--- src/hdl/pef_pkg.sv ---
// shared constants, types and mode decoding for the port function select block
package pef_pkg;

	// ==========================================================
	// register map
	localparam int          PEF_ADDR_W       = 8;
	localparam logic [7:0]  PEF_SEL_IDX      = 8'h0a;
	localparam logic [7:0]  PEF_SEL_ADDR     = 8'h28;
	localparam logic [7:0]  PEF_IMPL_MASK    = 8'hbc;

	// ==========================================================
	// field positions
	localparam int PEF_FREE_CYCLE_BIT = 7;
	localparam int PEF_QUEUE_BIT      = 5;
	localparam int PEF_CLK_DIS_BIT    = 4;
	localparam int PEF_STROBE_BIT     = 3;
	localparam int PEF_RW_BIT         = 2;

	// ==========================================================
	// reset values per operating mode
	localparam logic [7:0] PEF_RST_SPECIAL_SINGLE = 8'h00;
	localparam logic [7:0] PEF_RST_SPECIAL_TEST   = 8'h2c;
	localparam logic [7:0] PEF_RST_PERIPHERAL     = 8'h00;
	localparam logic [7:0] PEF_RST_EMULATION      = 8'hac;
	localparam logic [7:0] PEF_RST_NORMAL_SINGLE  = 8'h10;
	localparam logic [7:0] PEF_RST_NORMAL_EXP     = 8'h00;

	// ==========================================================
	// operating modes, encoded as the three mode strap bits
	localparam logic [2:0] PEF_MODE_SPECIAL_SINGLE = 3'h0;
	localparam logic [2:0] PEF_MODE_EMU_NARROW     = 3'h1;
	localparam logic [2:0] PEF_MODE_SPECIAL_TEST   = 3'h2;
	localparam logic [2:0] PEF_MODE_EMU_WIDE       = 3'h3;
	localparam logic [2:0] PEF_MODE_NORMAL_SINGLE  = 3'h4;
	localparam logic [2:0] PEF_MODE_NORMAL_NARROW  = 3'h5;
	localparam logic [2:0] PEF_MODE_PERIPHERAL     = 3'h6;
	localparam logic [2:0] PEF_MODE_NORMAL_WIDE    = 3'h7;

	// ==========================================================
	// carriers
	typedef struct packed {
		logic [PEF_ADDR_W-1:0] address;
		logic                  read;
		logic                  write;
		logic [3:0]            byteenable;
		logic [31:0]           writedata;
	} pef_avl_req_t;

	typedef struct packed {
		logic free_cycle;
		logic queue_status_hi;
		logic queue_status_lo;
		logic low_byte_strobe;
		logic read_write;
	} pef_ctl_src_t;

	// ==========================================================
	// mode classes
	function automatic logic pef_is_single(input logic [2:0] m);
		return (m == PEF_MODE_SPECIAL_SINGLE) || (m == PEF_MODE_NORMAL_SINGLE);
	endfunction

	function automatic logic pef_is_emulation(input logic [2:0] m);
		return (m == PEF_MODE_EMU_NARROW) || (m == PEF_MODE_EMU_WIDE);
	endfunction

	function automatic logic pef_is_normal(input logic [2:0] m);
		return m[2] && (m != PEF_MODE_PERIPHERAL);
	endfunction

endpackage

--- src/hdl/pef_write_gate.sv ---
// per-bit write permission of the function select register
`timescale 1ns/100ps
module pef_write_gate
	import pef_pkg::*;
(
	// operating mode
	input  wire logic [2:0] mode_sel,
	// bits already written once since reset
	input  wire logic [7:0] written,
	// bits that the current write may change
	output logic      [7:0] wr_mask
);

	// ==========================================================
	// mode classes
	wire logic normal_mode;
	wire logic emu_mode;
	wire logic special_mode;
	wire logic [7:0] once_bits;

	assign normal_mode  = pef_is_normal(mode_sel);
	assign emu_mode     = pef_is_emulation(mode_sel);
	assign special_mode = !normal_mode && !emu_mode;
	assign once_bits    = PEF_IMPL_MASK & ~(8'h01 << PEF_CLK_DIS_BIT);

	// ==========================================================
	// permission per bit
	genvar b;
	generate
		for (b = 0; b < 8; b++) begin : g_bit
			if (!PEF_IMPL_MASK[b]) begin : g_none
				assign wr_mask[b] = 1'b0;
			end else if (b == PEF_CLK_DIS_BIT) begin : g_clk
				assign wr_mask[b] = !emu_mode;
			end else begin : g_once
				assign wr_mask[b] = special_mode || (normal_mode && once_bits[b] && !written[b]);
			end
		end
	endgenerate

endmodule

--- src/hdl/pef_pin_cell.sv ---
// one port pin: alternate function or general purpose output
`timescale 1ns/100ps
module pef_pin_cell (
	// clock and reset
	input  wire logic ref_clk,
	input  wire logic rst,
	// alternate function
	input  wire logic alt_sel,
	input  wire logic alt_out,
	input  wire logic alt_oe,
	// general purpose
	input  wire logic gp_out,
	input  wire logic gp_dir,
	// pin
	output logic      pin_out,
	output logic      pin_oe
);

	// ==========================================================
	// selection
	wire logic out_next;
	wire logic oe_next;

	// alternate function overrides the direction bit
	assign out_next = alt_sel ? alt_out : gp_out;
	assign oe_next  = alt_sel ? alt_oe : gp_dir;

	always_ff @(posedge ref_clk or posedge rst) begin
		if (rst) begin
			pin_out <= 1'b0;
			pin_oe  <= 1'b0;
		end else begin
			pin_out <= out_next;
			pin_oe  <= oe_next;
		end
	end

endmodule

--- src/hdl/pef_pin_mux.sv ---
// port function select register and pin multiplexer for port pins 7:2
//
// Contract
// - alternate function overrides pin direction bit
// - normal single chip resets to clock-disable only
// - normal expanded resets all zero, clock enabled
// - test and emulation reset enable bus controls
// - readable while mapped; per-bit write permission
// - expanded and peripheral accesses go external
// - free-cycle bit once, never, anytime by mode
// - free-cycle zero drives pin 7 indicator in expanded modes
// - queue status bit drives pins 6:5
// - queue status inert in single chip, peripheral
// - clock disable anytime except emulation, selects pin4
// - bus clock free running when stretch zero
// - strobe enable drives pin 3 strobe
// - tagging samples tag on rise, strobe falls
// - strobe inert single chip, peripheral, normal narrow
// - read/write enable drives pin 2 in expanded modes
`timescale 1ns/100ps
module pef_pin_mux
	import pef_pkg::*;
#(
	parameter int ADDR_W = PEF_ADDR_W
) (
	// clock and reset
	input  wire logic              ref_clk,
	input  wire logic              rst,
	// operating mode straps, held stable
	input  wire logic [2:0]        mode_sel,
	// avalon-mm slave
	input  wire logic [ADDR_W-1:0] avs_address,
	input  wire logic              avs_read,
	input  wire logic              avs_write,
	input  wire logic [3:0]        avs_byteenable,
	input  wire logic [31:0]       avs_writedata,
	output logic      [31:0]       avs_readdata,
	output logic                   avs_waitrequest,
	// access handed to the external bus
	output logic                   ext_forward,
	// general purpose port state
	input  wire logic [7:0]        port_data_reg,
	input  wire logic [7:0]        port_direction_reg,
	// bus control sources
	input  wire pef_ctl_src_t      ctl_src,
	input  wire logic              bus_clock_src,
	input  wire logic              bus_cycle_active,
	input  wire logic              bus_clock_stretch_ctl,
	input  wire logic              background_debug_tag_en,
	// pins 7:2
	input  wire logic [7:2]        pin_in,
	output logic      [7:2]        pin_out,
	output logic      [7:2]        pin_oe,
	// captured tag and function select readback
	output logic                   low_tag_input,
	output logic      [7:0]        pin_function_select
);

	// ==========================================================
	// state
	logic [7:0] pin_function_select_reg;
	logic [7:0] pin_function_select_next;
	logic [7:0] written_reg;
	logic [7:0] written_next;
	logic       init_pending_reg;
	logic       ack_reg;
	logic       ack_next;
	logic [31:0] readdata_reg;
	logic [31:0] readdata_next;
	logic       ext_forward_reg;
	logic       ext_forward_next;
	logic       clk_prev_reg;
	logic       low_tag_reg;
	logic       strobe_out_reg;

	// ==========================================================
	// mode decoding
	wire logic single_mode;
	wire logic peripheral_mode;
	wire logic expanded_mode;
	wire logic narrow_normal;
	wire logic reg_in_map;

	assign single_mode     = pef_is_single(mode_sel);
	assign peripheral_mode = (mode_sel == PEF_MODE_PERIPHERAL);
	assign expanded_mode   = !single_mode && !peripheral_mode;
	assign narrow_normal   = (mode_sel == PEF_MODE_NORMAL_NARROW);
	// present on chip only in single chip modes
	assign reg_in_map      = single_mode;

	// ==========================================================
	// reset value chosen by mode
	wire logic [7:0] mode_reset_value;

	function automatic logic [7:0] pef_reset_value(input logic [2:0] m);
		logic [7:0] v;
		v = PEF_RST_NORMAL_EXP;
		case (m)
			PEF_MODE_SPECIAL_SINGLE: v = PEF_RST_SPECIAL_SINGLE;
			PEF_MODE_SPECIAL_TEST:   v = PEF_RST_SPECIAL_TEST;
			PEF_MODE_PERIPHERAL:     v = PEF_RST_PERIPHERAL;
			PEF_MODE_EMU_NARROW:     v = PEF_RST_EMULATION;
			PEF_MODE_EMU_WIDE:       v = PEF_RST_EMULATION;
			PEF_MODE_NORMAL_SINGLE:  v = PEF_RST_NORMAL_SINGLE;
			PEF_MODE_NORMAL_NARROW:  v = PEF_RST_NORMAL_EXP;
			PEF_MODE_NORMAL_WIDE:    v = PEF_RST_NORMAL_EXP;
			default:                 v = PEF_RST_NORMAL_EXP;
		endcase
		return v;
	endfunction

	// normal single chip value has only the clock disable set
	// expanded normal value keeps the bus clock on for the vector fetch
	// test and emulation values enable the bus controls
	assign mode_reset_value = pef_reset_value(mode_sel);

	// ==========================================================
	// bus decode
	wire logic req_any;
	wire logic hit_sel;
	wire logic take;
	wire logic wr_take;
	wire logic [7:0] wr_mask;
	wire logic [7:0] wr_data;

	assign req_any = avs_read || avs_write;
	assign hit_sel = (avs_address == PEF_SEL_ADDR[ADDR_W-1:0]);
	// one wait state; no request is taken until the mode value is loaded
	assign take    = req_any && !ack_reg && !init_pending_reg;
	assign wr_take = ack_reg && avs_write && hit_sel && reg_in_map && avs_byteenable[0];
	assign wr_data = avs_writedata[7:0];

	pef_write_gate u_write_gate (
		.mode_sel (mode_sel),
		.written  (written_reg),
		.wr_mask  (wr_mask)
	);

	// ==========================================================
	// register update
	always_comb begin
		pin_function_select_next = pin_function_select_reg;
		written_next             = written_reg;
		if (init_pending_reg) begin
			pin_function_select_next = mode_reset_value & PEF_IMPL_MASK;
		end else if (wr_take) begin
			// each bit changes only where permitted
			pin_function_select_next = ((pin_function_select_reg & ~wr_mask) | (wr_data & wr_mask)) & PEF_IMPL_MASK;
			// later writes to write-once bits are dropped
			written_next = written_reg | PEF_IMPL_MASK;
		end
	end

	// ==========================================================
	// answer
	always_comb begin
		ack_next         = take;
		readdata_next    = readdata_reg;
		ext_forward_next = 1'b0;
		if (take) begin
			readdata_next = 32'h0000_0000;
			if (hit_sel && reg_in_map) begin
				// readable whenever mapped; unused bits read zero
				readdata_next = {24'h00_0000, pin_function_select_reg & PEF_IMPL_MASK};
			end
			// absent register hands the access to the external bus
			ext_forward_next = hit_sel && !reg_in_map;
		end
	end

	assign avs_waitrequest = !ack_reg;
	assign avs_readdata    = readdata_reg;
	assign ext_forward     = ext_forward_reg;

	always_ff @(posedge ref_clk or posedge rst) begin
		if (rst) begin
			pin_function_select_reg <= 8'h00;
			written_reg             <= 8'h00;
			init_pending_reg        <= 1'b1;
		end else begin
			pin_function_select_reg <= pin_function_select_next;
			written_reg             <= written_next;
			init_pending_reg        <= 1'b0;
		end
	end

	always_ff @(posedge ref_clk or posedge rst) begin
		if (rst) begin
			ack_reg         <= 1'b0;
			readdata_reg    <= 32'h0000_0000;
			ext_forward_reg <= 1'b0;
		end else begin
			ack_reg         <= ack_next;
			readdata_reg    <= readdata_next;
			ext_forward_reg <= ext_forward_next;
		end
	end

	assign pin_function_select = pin_function_select_reg;

	// ==========================================================
	// effective selections
	wire logic free_cycle_out_sel;
	wire logic queue_status_out_en;
	wire logic bus_clock_pin_disable;
	wire logic low_byte_strobe_en;
	wire logic read_write_pin_en;
	wire logic sel_free;
	wire logic sel_queue;
	wire logic sel_clock;
	wire logic sel_strobe;
	wire logic sel_rw;

	assign free_cycle_out_sel    = pin_function_select_reg[PEF_FREE_CYCLE_BIT];
	assign queue_status_out_en   = pin_function_select_reg[PEF_QUEUE_BIT];
	assign bus_clock_pin_disable = pin_function_select_reg[PEF_CLK_DIS_BIT];
	assign low_byte_strobe_en    = pin_function_select_reg[PEF_STROBE_BIT];
	assign read_write_pin_en     = pin_function_select_reg[PEF_RW_BIT];

	// zero selects the free cycle indicator, inert outside expanded modes
	assign sel_free   = !free_cycle_out_sel && expanded_mode;
	// inert in single chip and peripheral modes
	assign sel_queue  = queue_status_out_en && expanded_mode;
	// zero puts the bus clock on pin 4 in every mode
	assign sel_clock  = !bus_clock_pin_disable;
	// not in narrow normal mode either
	assign sel_strobe = low_byte_strobe_en && expanded_mode && !narrow_normal;
	assign sel_rw     = read_write_pin_en && expanded_mode;

	// ==========================================================
	// bus clock and tag multiplexing
	wire logic bus_clock_out;
	wire logic clk_rise;
	wire logic clk_fall;
	wire logic tagging;

	// free running with stretch off, else only during bus cycles
	assign bus_clock_out = bus_clock_src && (!bus_clock_stretch_ctl || bus_cycle_active);
	assign clk_rise      = bus_clock_src && !clk_prev_reg;
	assign clk_fall      = !bus_clock_src && clk_prev_reg;
	assign tagging       = sel_strobe && background_debug_tag_en;

	always_ff @(posedge ref_clk or posedge rst) begin
		if (rst) begin
			clk_prev_reg   <= 1'b0;
			low_tag_reg    <= 1'b0;
			strobe_out_reg <= 1'b0;
		end else begin
			clk_prev_reg <= bus_clock_src;
			// tag taken at rise, strobe launched at fall
			if (tagging && clk_rise) begin
				low_tag_reg <= pin_in[PEF_STROBE_BIT];
			end
			if (clk_fall) begin
				strobe_out_reg <= ctl_src.low_byte_strobe;
			end
		end
	end

	assign low_tag_input = low_tag_reg;

	// ==========================================================
	// per-pin alternate functions
	wire logic [7:2] alt_sel;
	wire logic [7:2] alt_out;
	wire logic [7:2] alt_oe;
	wire logic       strobe_level;
	wire logic       strobe_oe;

	// pin 3 is released while the clock is high so the tag can be read
	assign strobe_level = tagging ? strobe_out_reg : ctl_src.low_byte_strobe;
	assign strobe_oe    = tagging ? !bus_clock_src : 1'b1;

	assign alt_sel = {sel_free, sel_queue, sel_queue, sel_clock, sel_strobe, sel_rw};
	assign alt_out = {ctl_src.free_cycle, ctl_src.queue_status_hi, ctl_src.queue_status_lo,
	                  bus_clock_out, strobe_level, ctl_src.read_write};
	assign alt_oe  = {1'b1, 1'b1, 1'b1, 1'b1, strobe_oe, 1'b1};

	genvar p;
	generate
		for (p = 2; p < 8; p++) begin : g_pin
			pef_pin_cell u_cell (
				.ref_clk (ref_clk),
				.rst     (rst),
				.alt_sel (alt_sel[p]),
				.alt_out (alt_out[p]),
				.alt_oe  (alt_oe[p]),
				.gp_out  (port_data_reg[p]),
				.gp_dir  (port_direction_reg[p]),
				.pin_out (pin_out[p]),
				.pin_oe  (pin_oe[p])
			);
		end
	endgenerate

endmodule

--- config.mk ---
export PLATFORM = sky130hd
export DESIGN_NAME = pef_pin_mux
export DESIGN_NICKNAME = d
export VERILOG_FILES = /design/src/hdl/pef_pkg.sv /design/src/hdl/pef_write_gate.sv /design/src/hdl/pef_pin_cell.sv /design/src/hdl/pef_pin_mux.sv
export SDC_FILE = /design/constraint.sdc
export NUM_CORES = 1
export LEC_CHECK = 0
export BUFFER_PORTS_ARGS = -buffer_cell sky130_fd_sc_hd__buf_4
export CORE_MARGIN = 3
export CORE_UTILIZATION = 39
export DETAILED_ROUTE_END_ITERATION = 8
export HOLD_SLACK_MARGIN = 0.12
export PLACE_DENSITY = 0.88
export SYNTH_ARGS = -nofsm -noshare
export SYNTH_HDL_FRONTEND = slang
export SYNTH_SLANG_ARGS = --single-unit
--- constraint.sdc ---
create_clock -name ref_clk -period 1.8 [get_ports ref_clk]
set_clock_uncertainty 0.05 [all_clocks]
set_input_delay 0.09 -clock ref_clk [delete_from_list [all_inputs] [get_ports ref_clk]]
set_output_delay 0.09 -clock ref_clk [all_outputs]
set_load 0.02 [all_outputs]
==> qor.txt, run 1 <==
Mapped Cells - 150
I/O pin count - 137
Rows - 22
Tmin final - 1.72 ns
Detailed placement HPWL - 2620 microns
Worst vdd rail ir drop - 0.328 mV
Chip height - 70.9 microns
Min-delay worst type - in -> reg
CTS Buffer Depth - 2
Initial DRC Count - 39
Sequential-to-total area share from yosys stat - 0.442
Area of the mapped netlist - 1640 sq um
Core Area - 3850 sq um
Commonest non-fill, non-tap cell in the layout - buf_4
Number of synthesized register bits - 29
Post-Synth Simple-Gate Area - 0.142
CP max stage cell - dfstp_2
Share of the synthesized area in the top cell type - 0.427
Hold depth - 4
Unique masters post-synth - 32
Final net count - 322
Leakage - 0.00119 uW
Final number of setup-violating endpoints - 0
Tot GR Track Use - 0.152
Worst EP required - 1.92 ns
DR WL/cell - 12.4 microns
CP endpoint kind - flop
Slowest Stage Delay on Critical Path - 0.63 ns
H-tree levels - 2
Number of global-route vias before repair - 1,287
Crit path DAT - 1.85 ns
Status - completed
Final count of hold timing violations - 0
EDFF count, synth - 0
Num CTS Buffers - 5
Fillers - 336
DRC - 0
Combinational family with the most area after synthesis - buffers and inverters
Pwr dens - 713 nW/um^2
Share of cells above drive strength 1 - 0.386
Die width - 70.9 microns
Routability cong. - 0.776
Cts repair resizes - 0
Post-cts hold buffer count - 27
Crit path max fanout - 11
Synth Area in Adders - 0.00685
First drt pass iteration count - 4
First-pass GRT wire length - 6000 microns
Diode count - 0
Area growth syn-to-layout - 44.1%
Initial Util - 0.426
Critical Path Stages - 4
Clock tree root buffer cell - clkbuf_8
Mux cell area share after synthesis - 0.0975
Max_slew headroom - 0.602
Setup_tns - 0 ns
Top post-synthesis cells by area - dfrtp_1, buf_4, mux2_4, mux2_2, nand2b_1
Design area - 2370 sq um
Fmax - 580 MHz
CP Class - reg -> reg
Die ar. - 5030 sq um
Reg-to-Reg Start - init_pending_reg
Compound-Gate Fraction of Synth Area - 0.0975
Post-CTS Repair Setup Buffers - 0
Max Slew Vio Count - 0
Cells on worst reg2reg path - 4
Grt ovf - 0
Total wire length - 3580 microns
Top FF cell, synth - dfrtp_1
RSZ-0062 raised after global routing - no
Worst hold path startpoint - mode_sel[2]
Syn_area_per_cell - 11.0 sq um
Top cell type by total area after synthesis - dfrtp_1
Setup slack, reg-to-reg - 0.08 ns
Warnings from Yosys - 0
Post-route ant nets - 0
CP startpoint kind - flop
Worst-path cell chain - nor2_1 > o21ai_1 > dlygate4sd3_1 > inv_1
Initial antenna violation count - 0
Sum of buffers and inverters on the critical path - 2
Commonest cells after routing, fill and taps aside - buf_4, conb_1, dfrtp_1, dlygate4sd3_1
Async set or reset register ratio after synthesis - 1.00
Clock slew at reported path FFs - 0.06 ns
Max-Cap Viols - 0
CTS tree - done
RR Endpoint - ack_reg
CTS sink count - 29
Final period util - 0.957
Placed cell area - 2020 sq um
Xor and xnor area share after synthesis - 0
Delay-heaviest family, CP - buffers and inverters
Vias per cell - 4.28
Largest net degree at the start of global routing - 17
Slew of the pin with the lowest slew margin - 0.597 ns
IO Port Bufs - 67
Via count - 1,238
Clk_lat worst skew - 0.28 ns
## Yosys cell counts (all sizes together), types with 3 or more instances
library cell	number
nand2b	8
dfrtp	28
nand2	9
mux2	12
nor2b	5
a22o	5
o21ai	10
inv	6
buf	42
nor2	3
## through the flow
step / cells / setup slack, ns / total power, uW / hold WS [ns] / utilization
floorplan: 180 / 0.364 / 1050 / 0.0714 / -
global placement: 254 / 0.398 / 1140 / 0.164 / 0.523
detailed placement: 254 / 0.371 / 1150 / 0.170 / 0.523
CTS: 289 / 0.0812 / 1710 / 0.131 / 0.614
global route: 289 / 0.00239 / 1780 / 0.194 / 0.614
finish: 289 / 0.0766 / 1690 / 0.141 / 0.614
## metal layers
metal	share of wire	wire length, microns	up-vias	global-route usage
met5	0	0	-	0
met4	0.012	42	0	0.0814
met3	0.075	269	5	0.0327
li1	-	-	609	-
met2	0.52	1880	53	0.251
met1	0.39	1390	571	0.185
## worst max path at each step
stage | start | end | slack (ns)
6_report | init_pending_reg | ack_reg | 0.08
5_1_grt | flop | g_pin[7].u_cell.pin_out | 0.002
4_1_cts | init_pending_reg | ack_reg | 0.08
3_5_place_dp | avs_address[2] | flop | 0.37
3_3_place_gp | avs_address[2] | flop | 0.40
2_1_floorplan | init_pending_reg | flop | 0.36
## worst reg2reg max path: stages, from the launching register on
cell,delay [ns]
dfstp_2,0.63
nor2_1,0.07
o21ai_1,0.22
dlygate4sd3_1,0.62
inv_1,0.04
## cell families after synthesis
| family | Yosys count |
|---|---|
| buffers and inverters | 50 |
| AND/OR/NAND/NOR | 34 |
| flip-flops | 29 |
| AO/OA/AOI/OAI | 22 |
| multiplexers | 13 |
| adder cells (fa/ha/maj) | 1 |
| other | 1 |
## report_power, final
part / switching [uW] / internal [uW] / total [uW]
registers: 34.0 / 704 / 738
logic: 226 / 228 / 454
clock network: 223 / 274 / 496
total: 483 / 1210 / 1690
## cell type report
type,instances,area [sq um],share of cell area
multi-input cells,101,682,0.288
flip-flops and latches,29,727,0.307
well taps,48,60.1,0.0254
clock buffers,8,80.1,0.0338
repair buffers,97,796,0.336
inverters,6,22.5,0.00951
No activity file was read; power rests on OpenSTA's default activity.
==> inputs of run 2 (changes only) <==
CORE_ASPECT_RATIO = 0.75   (was unset)
CTS_CLUSTER_DIAMETER = 150   (was unset)
==> run 2 against run 1 <==
  * Utilization decreased by 0.12 points
  * Clock power grew 39%
  * Sequential share of layout area increased by 0.081 points
  * Via count is 0.81% higher
  * Clock-buffer cell count fell by 1
  * Combinational power is essentially flat
  * Final cell count is 0.35% lower
  * Setup slack better by 0.013 ns
  * Flip-flop and latch count stayed put
  * Wire length grew 11%
  * Largest cell class unchanged
==> qor.txt, run 2 (synthesized netlist as in run 1, its figures left out) <==
Placed Instances - 257
RSZ-0062 raised after global routing - no
CTS sink count - 29
CP endpoint kind - flop
Initial Util - 0.427
Die ar. - 5040 sq um
Status - completed
Largest net degree at the start of global routing - 30
Commonest cells after routing, fill and taps aside - buf_4, conb_1, dfrtp_1, dlygate4sd3_1
Post-route ant nets - 0
Chip height - 62.2 microns
First-pass GRT wire length - 5900 microns
CTS tree - done
Initial antenna violation count - 0
WL met1 - 1510 microns
Clock tree root buffer cell - clkbuf_8
Final number of setup-violating endpoints - 0
DR top layer - met4
Max-Cap Viols - 0
Setup_tns - 0 ns
I/O pin count - 137
Total wire length - 3980 microns
CP startpoint kind - flop
Worst EP required - 1.90 ns
Number of global-route vias before repair - 1,279
Grt ovf - 0
Routed met3 length - 354 microns
Die width - 80.9 microns
Core Area - 3850 sq um
Rows - 19
Area growth syn-to-layout - 43.7%
Pwr dens - 796 nW/um^2
Num CTS Buffers - 5
Cells on worst reg2reg path - 3
Tmin final - 1.71 ns
H-tree levels - 2
Met2 Routed Length - 2050 microns
Clk_lat worst skew - 0.28 ns
Clock slew at reported path FFs - 0.06 ns
DR WL/cell - 13.8 microns
Tot GR Track Use - 0.156
CTS Buffer Depth - 2
Final core utilization - 0.613
IO Port Bufs - 67
Commonest non-fill, non-tap cell in the layout - buf_4
Via count - 1,248
CP Class - reg -> reg
Non-Filler Instances - 288
Crit path max fanout - 4
Max Slew Vio Count - 0
Post-CTS Repair Setup Buffers - 0
Leakage - 0.00119 uW
Final period util - 0.950
Final count of hold timing violations - 0
Worst vdd rail ir drop - 0.431 mV
Routability cong. - 0.838
Diode count - 0
First drt pass iteration count - 4
Fmax - 585 MHz
Detailed placement HPWL - 2870 microns
Initial DRC Count - 46
Min-delay worst type - in -> reg
Vias per cell - 4.33
Crit path DAT - 1.81 ns
Final net count - 317
DRC - 0
Hold depth - 3
Share of cells above drive strength 1 - 0.398
-- run 2: cell count changes in the layout (fill, tap and decap cells not counted), sizes merged --
cell,delta
dlygate4sd3,-4
clkbuf,-1
buf,-1
bufinv,+1
-- run 2: per-layer routing --
layer  GRT usage  vias to the layer above
met3      0.0578                        6
met4      0.0506                        0
met5           0                        -
met2       0.270                       58
li1            -                      597
met1       0.173                      587
-- run 2: area by class of cell --
class,count,area (sq um)
inverter,6,22.5
clock inverter,1,30.0
fill,339,1490
sequential,29,727
multi-input combinational,101,682
tap,52,65.1
timing repair buffer,92,748
clock buffer,7,86.3
-- run 2: where the power goes --
| part | switching [uW] | leakage (uW) | internal (uW) |
|---|---|---|---|
| Combinational | 233 | 0.000780 | 221 |
| Sequential | 33.5 | 0.000352 | 704 |
| Clock | 237 | 0.0000585 | 450 |
-- run 2: path summary, 6_finish.rpt --
check | start | end | slack, ns
worst max-delay path | flop | g_pin[7].u_cell.pin_out | 0.09
worst min-delay path | avs_write | ack_reg | 0.12
worst max register to register | flop | g_pin[7].u_cell.pin_out | 0.09
worst min register to register | low_tag_input | low_tag_input | 0.45
max in group asynchronous | rst | init_pending_reg | 0.97
min in group asynchronous | rst | g_pin[6].u_cell.pin_oe | 0.41
-- run 2: stage by stage --
| step | hold slack [ns] | setup WS [ns] | instance area [sq um] | total power [uW] |
|---|---|---|---|---|
| floorplan | 0.0714 | 0.364 | 1760 | 1050 |
| global placement | 0.142 | 0.388 | 2010 | 1140 |
| detailed placement | 0.146 | 0.335 | 2010 | 1150 |
| CTS | 0.120 | 0.128 | 2360 | 1890 |
| global route | 0.123 | 0.0382 | 2360 | 1960 |
| finish | 0.120 | 0.0898 | 2360 | 1880 |
-- run 2: worst max-delay path, stage by stage (launching register included) --
cell           delay [ns]
dfrtp_1              0.41
nor2b_1              0.21
mux2_1               0.35
dlygate4sd3_1        0.57
-- run 2: timing repair --
action / in CTS / in global routing
hold buffers: 23 / 0
endpoints found under the hold margin: 44 / 0
gates resized for setup: 0 / 0
==> inputs of run 3 (changes only) <==
CORE_MARGIN = unset   (was 3)
==> run 3 against run 2 <==
  * Sequential share of layout area is 1.0 points lower
  * Via count is 1.4% higher
  * Design area is 3.4% higher
  * Clock power is 18% higher
  * Critical path type is now in -> reg
  * Highest routed layer unchanged
==> qor.txt, run 3 (synthesized netlist as in run 1, its figures left out) <==
I/O pin count - 137
Chip height - 58.2 microns
CTS Buffer Depth - 2
Non-Filler Instances - 297
Final number of setup-violating endpoints - 0
Detailed placement HPWL - 2490 microns
Final net count - 323
Min-delay worst type - in -> reg
Worst EP required - 1.92 ns
CP max stage cell - dlygate4sd3_1
Commonest cells after routing, fill and taps aside - buf_4, conb_1, dlygate4sd3_1, dfrtp_1
Num CTS Buffers - 5
Post-cts hold buffer count - 29
Max-Cap Viols - 0
Die width - 76.9 microns
Cts repair resizes - 0
Crit path max fanout - 4
IO Port Bufs - 67
H-tree levels - 2
Initial antenna violation count - 0
Die ar. - 4480 sq um
Clock tree root buffer cell - clkbuf_8
Pwr dens - 821 nW/um^2
Core Area - 4050 sq um
Clk_lat worst skew - 0.28 ns
DRC - 0
First-pass GRT wire length - 5890 microns
Status - completed
Grt ovf - 0
CTS sink count - 29
Max Slew Vio Count - 0
Initial Util - 0.405
Final count of hold timing violations - 0
Rows - 20
Crit path DAT - 1.84 ns
DR WL/cell - 12.7 microns
Initial DRC Count - 54
CP Class - in -> reg
Fillers - 347
RSZ-0062 raised after global routing - no
Share of cells above drive strength 1 - 0.393
CTS tree - done
Number of global-route vias before repair - 1,232
Leakage - 0.00123 uW
Worst vdd rail ir drop - 0.482 mV
Clock slew at reported path FFs - 0.07 ns
Placed Instances - 260
Tmin final - 1.72 ns
Via count - 1,265
Tot GR Track Use - 0.179
Total wire length - 3770 microns
Area growth syn-to-layout - 48.7%
CP startpoint kind - input pin
CP endpoint kind - flop
Commonest non-fill, non-tap cell in the layout - buf_4
Setup_tns - 0 ns
Fmax - 581 MHz
Largest net degree at the start of global routing - 30
Worst-path cell chain - dlygate4sd3_1 > buf_4 > nor4b_4 > and2_4 > a41o_4 > mux2_4
Post-CTS Repair Setup Buffers - 0
Diode count - 0
Routability cong. - 0.822
Vias per cell - 4.26
First drt pass iteration count - 4
Post-route ant nets - 0
Slowest Stage Delay on Critical Path - 0.55 ns
Final period util - 0.956
## run 3: cell count changes in the layout (fill, tap and decap cells not counted)
cell / change
dlygate4sd3_1: +6
bufinv_16: +1
clkbuf_1: -1
clkbuf_8: -1
clkinv_2: +1
## run 3: layout make-up
cell class	instances	area, sq um	area share
Timing Repair Buffer	98	808	0.331
Multi-Input combinational cell	101	682	0.279
Sequential cell	29	727	0.298
Clock inverter	3	65.1	0.0266
Inverter	6	22.5	0.00922
Tap cell	55	68.8	0.0282
Clock buffer	5	68.8	0.0282
## run 3: worst max-delay path, delay by kind of cell
family          cells  cell delay [ns]
mux                 1             0.30
buf+inv             2             0.70
simple gates        2             0.49
compound gates      1             0.25
## run 3: report_power, final
part / leakage [uW] / switching [uW] / internal (uW) / total [uW]
Sequential: 0.000352 / 34.1 / 704 / 738
Combinational: 0.000805 / 229 / 230 / 460
Clock: 0.0000681 / 259 / 550 / 808
## run 3: layer usage
layer / global-route usage / up-vias / wire [microns]
met4: 0.0495 / 0 / 42
li1: - / 616 / -
met5: 0 / - / 0
met1: 0.219 / 595 / 1560
met3: 0.0630 / 5 / 244
met2: 0.302 / 49 / 1930
## run 3: metrics by stage
stage / hold WS, ns / worst slack (ns) / cell area, sq um / total power (uW) / util
after CTS: 0.122 / 0.0807 / 2440 / 2020 / 0.602
final: 0.134 / 0.0791 / 2440 / 2010 / 0.602
after global placement: 0.143 / 0.394 / 2020 / 1140 / 0.498
after detailed placement: 0.145 / 0.345 / 2020 / 1150 / 0.498
after global routing: 0.136 / 0.0477 / 2440 / 2110 / 0.602
after floorplan: 0.0714 / 0.364 / 1760 / 1050 / -
## run 3: final timing paths
kind	start	to	slack, ns	depth (start not counted)
max	avs_address[1]	flop	0.08	6
min	mode_sel[2]	flop	0.13	4
max reg2reg	flop	g_pin[6].u_cell.pin_out	0.15	3
min reg2reg	low_tag_input	low_tag_input	0.45	1
max in group asynchronous	rst	init_pending_reg	0.99	4
min in group asynchronous	rst	g_pin[7].u_cell.pin_oe	0.39	4
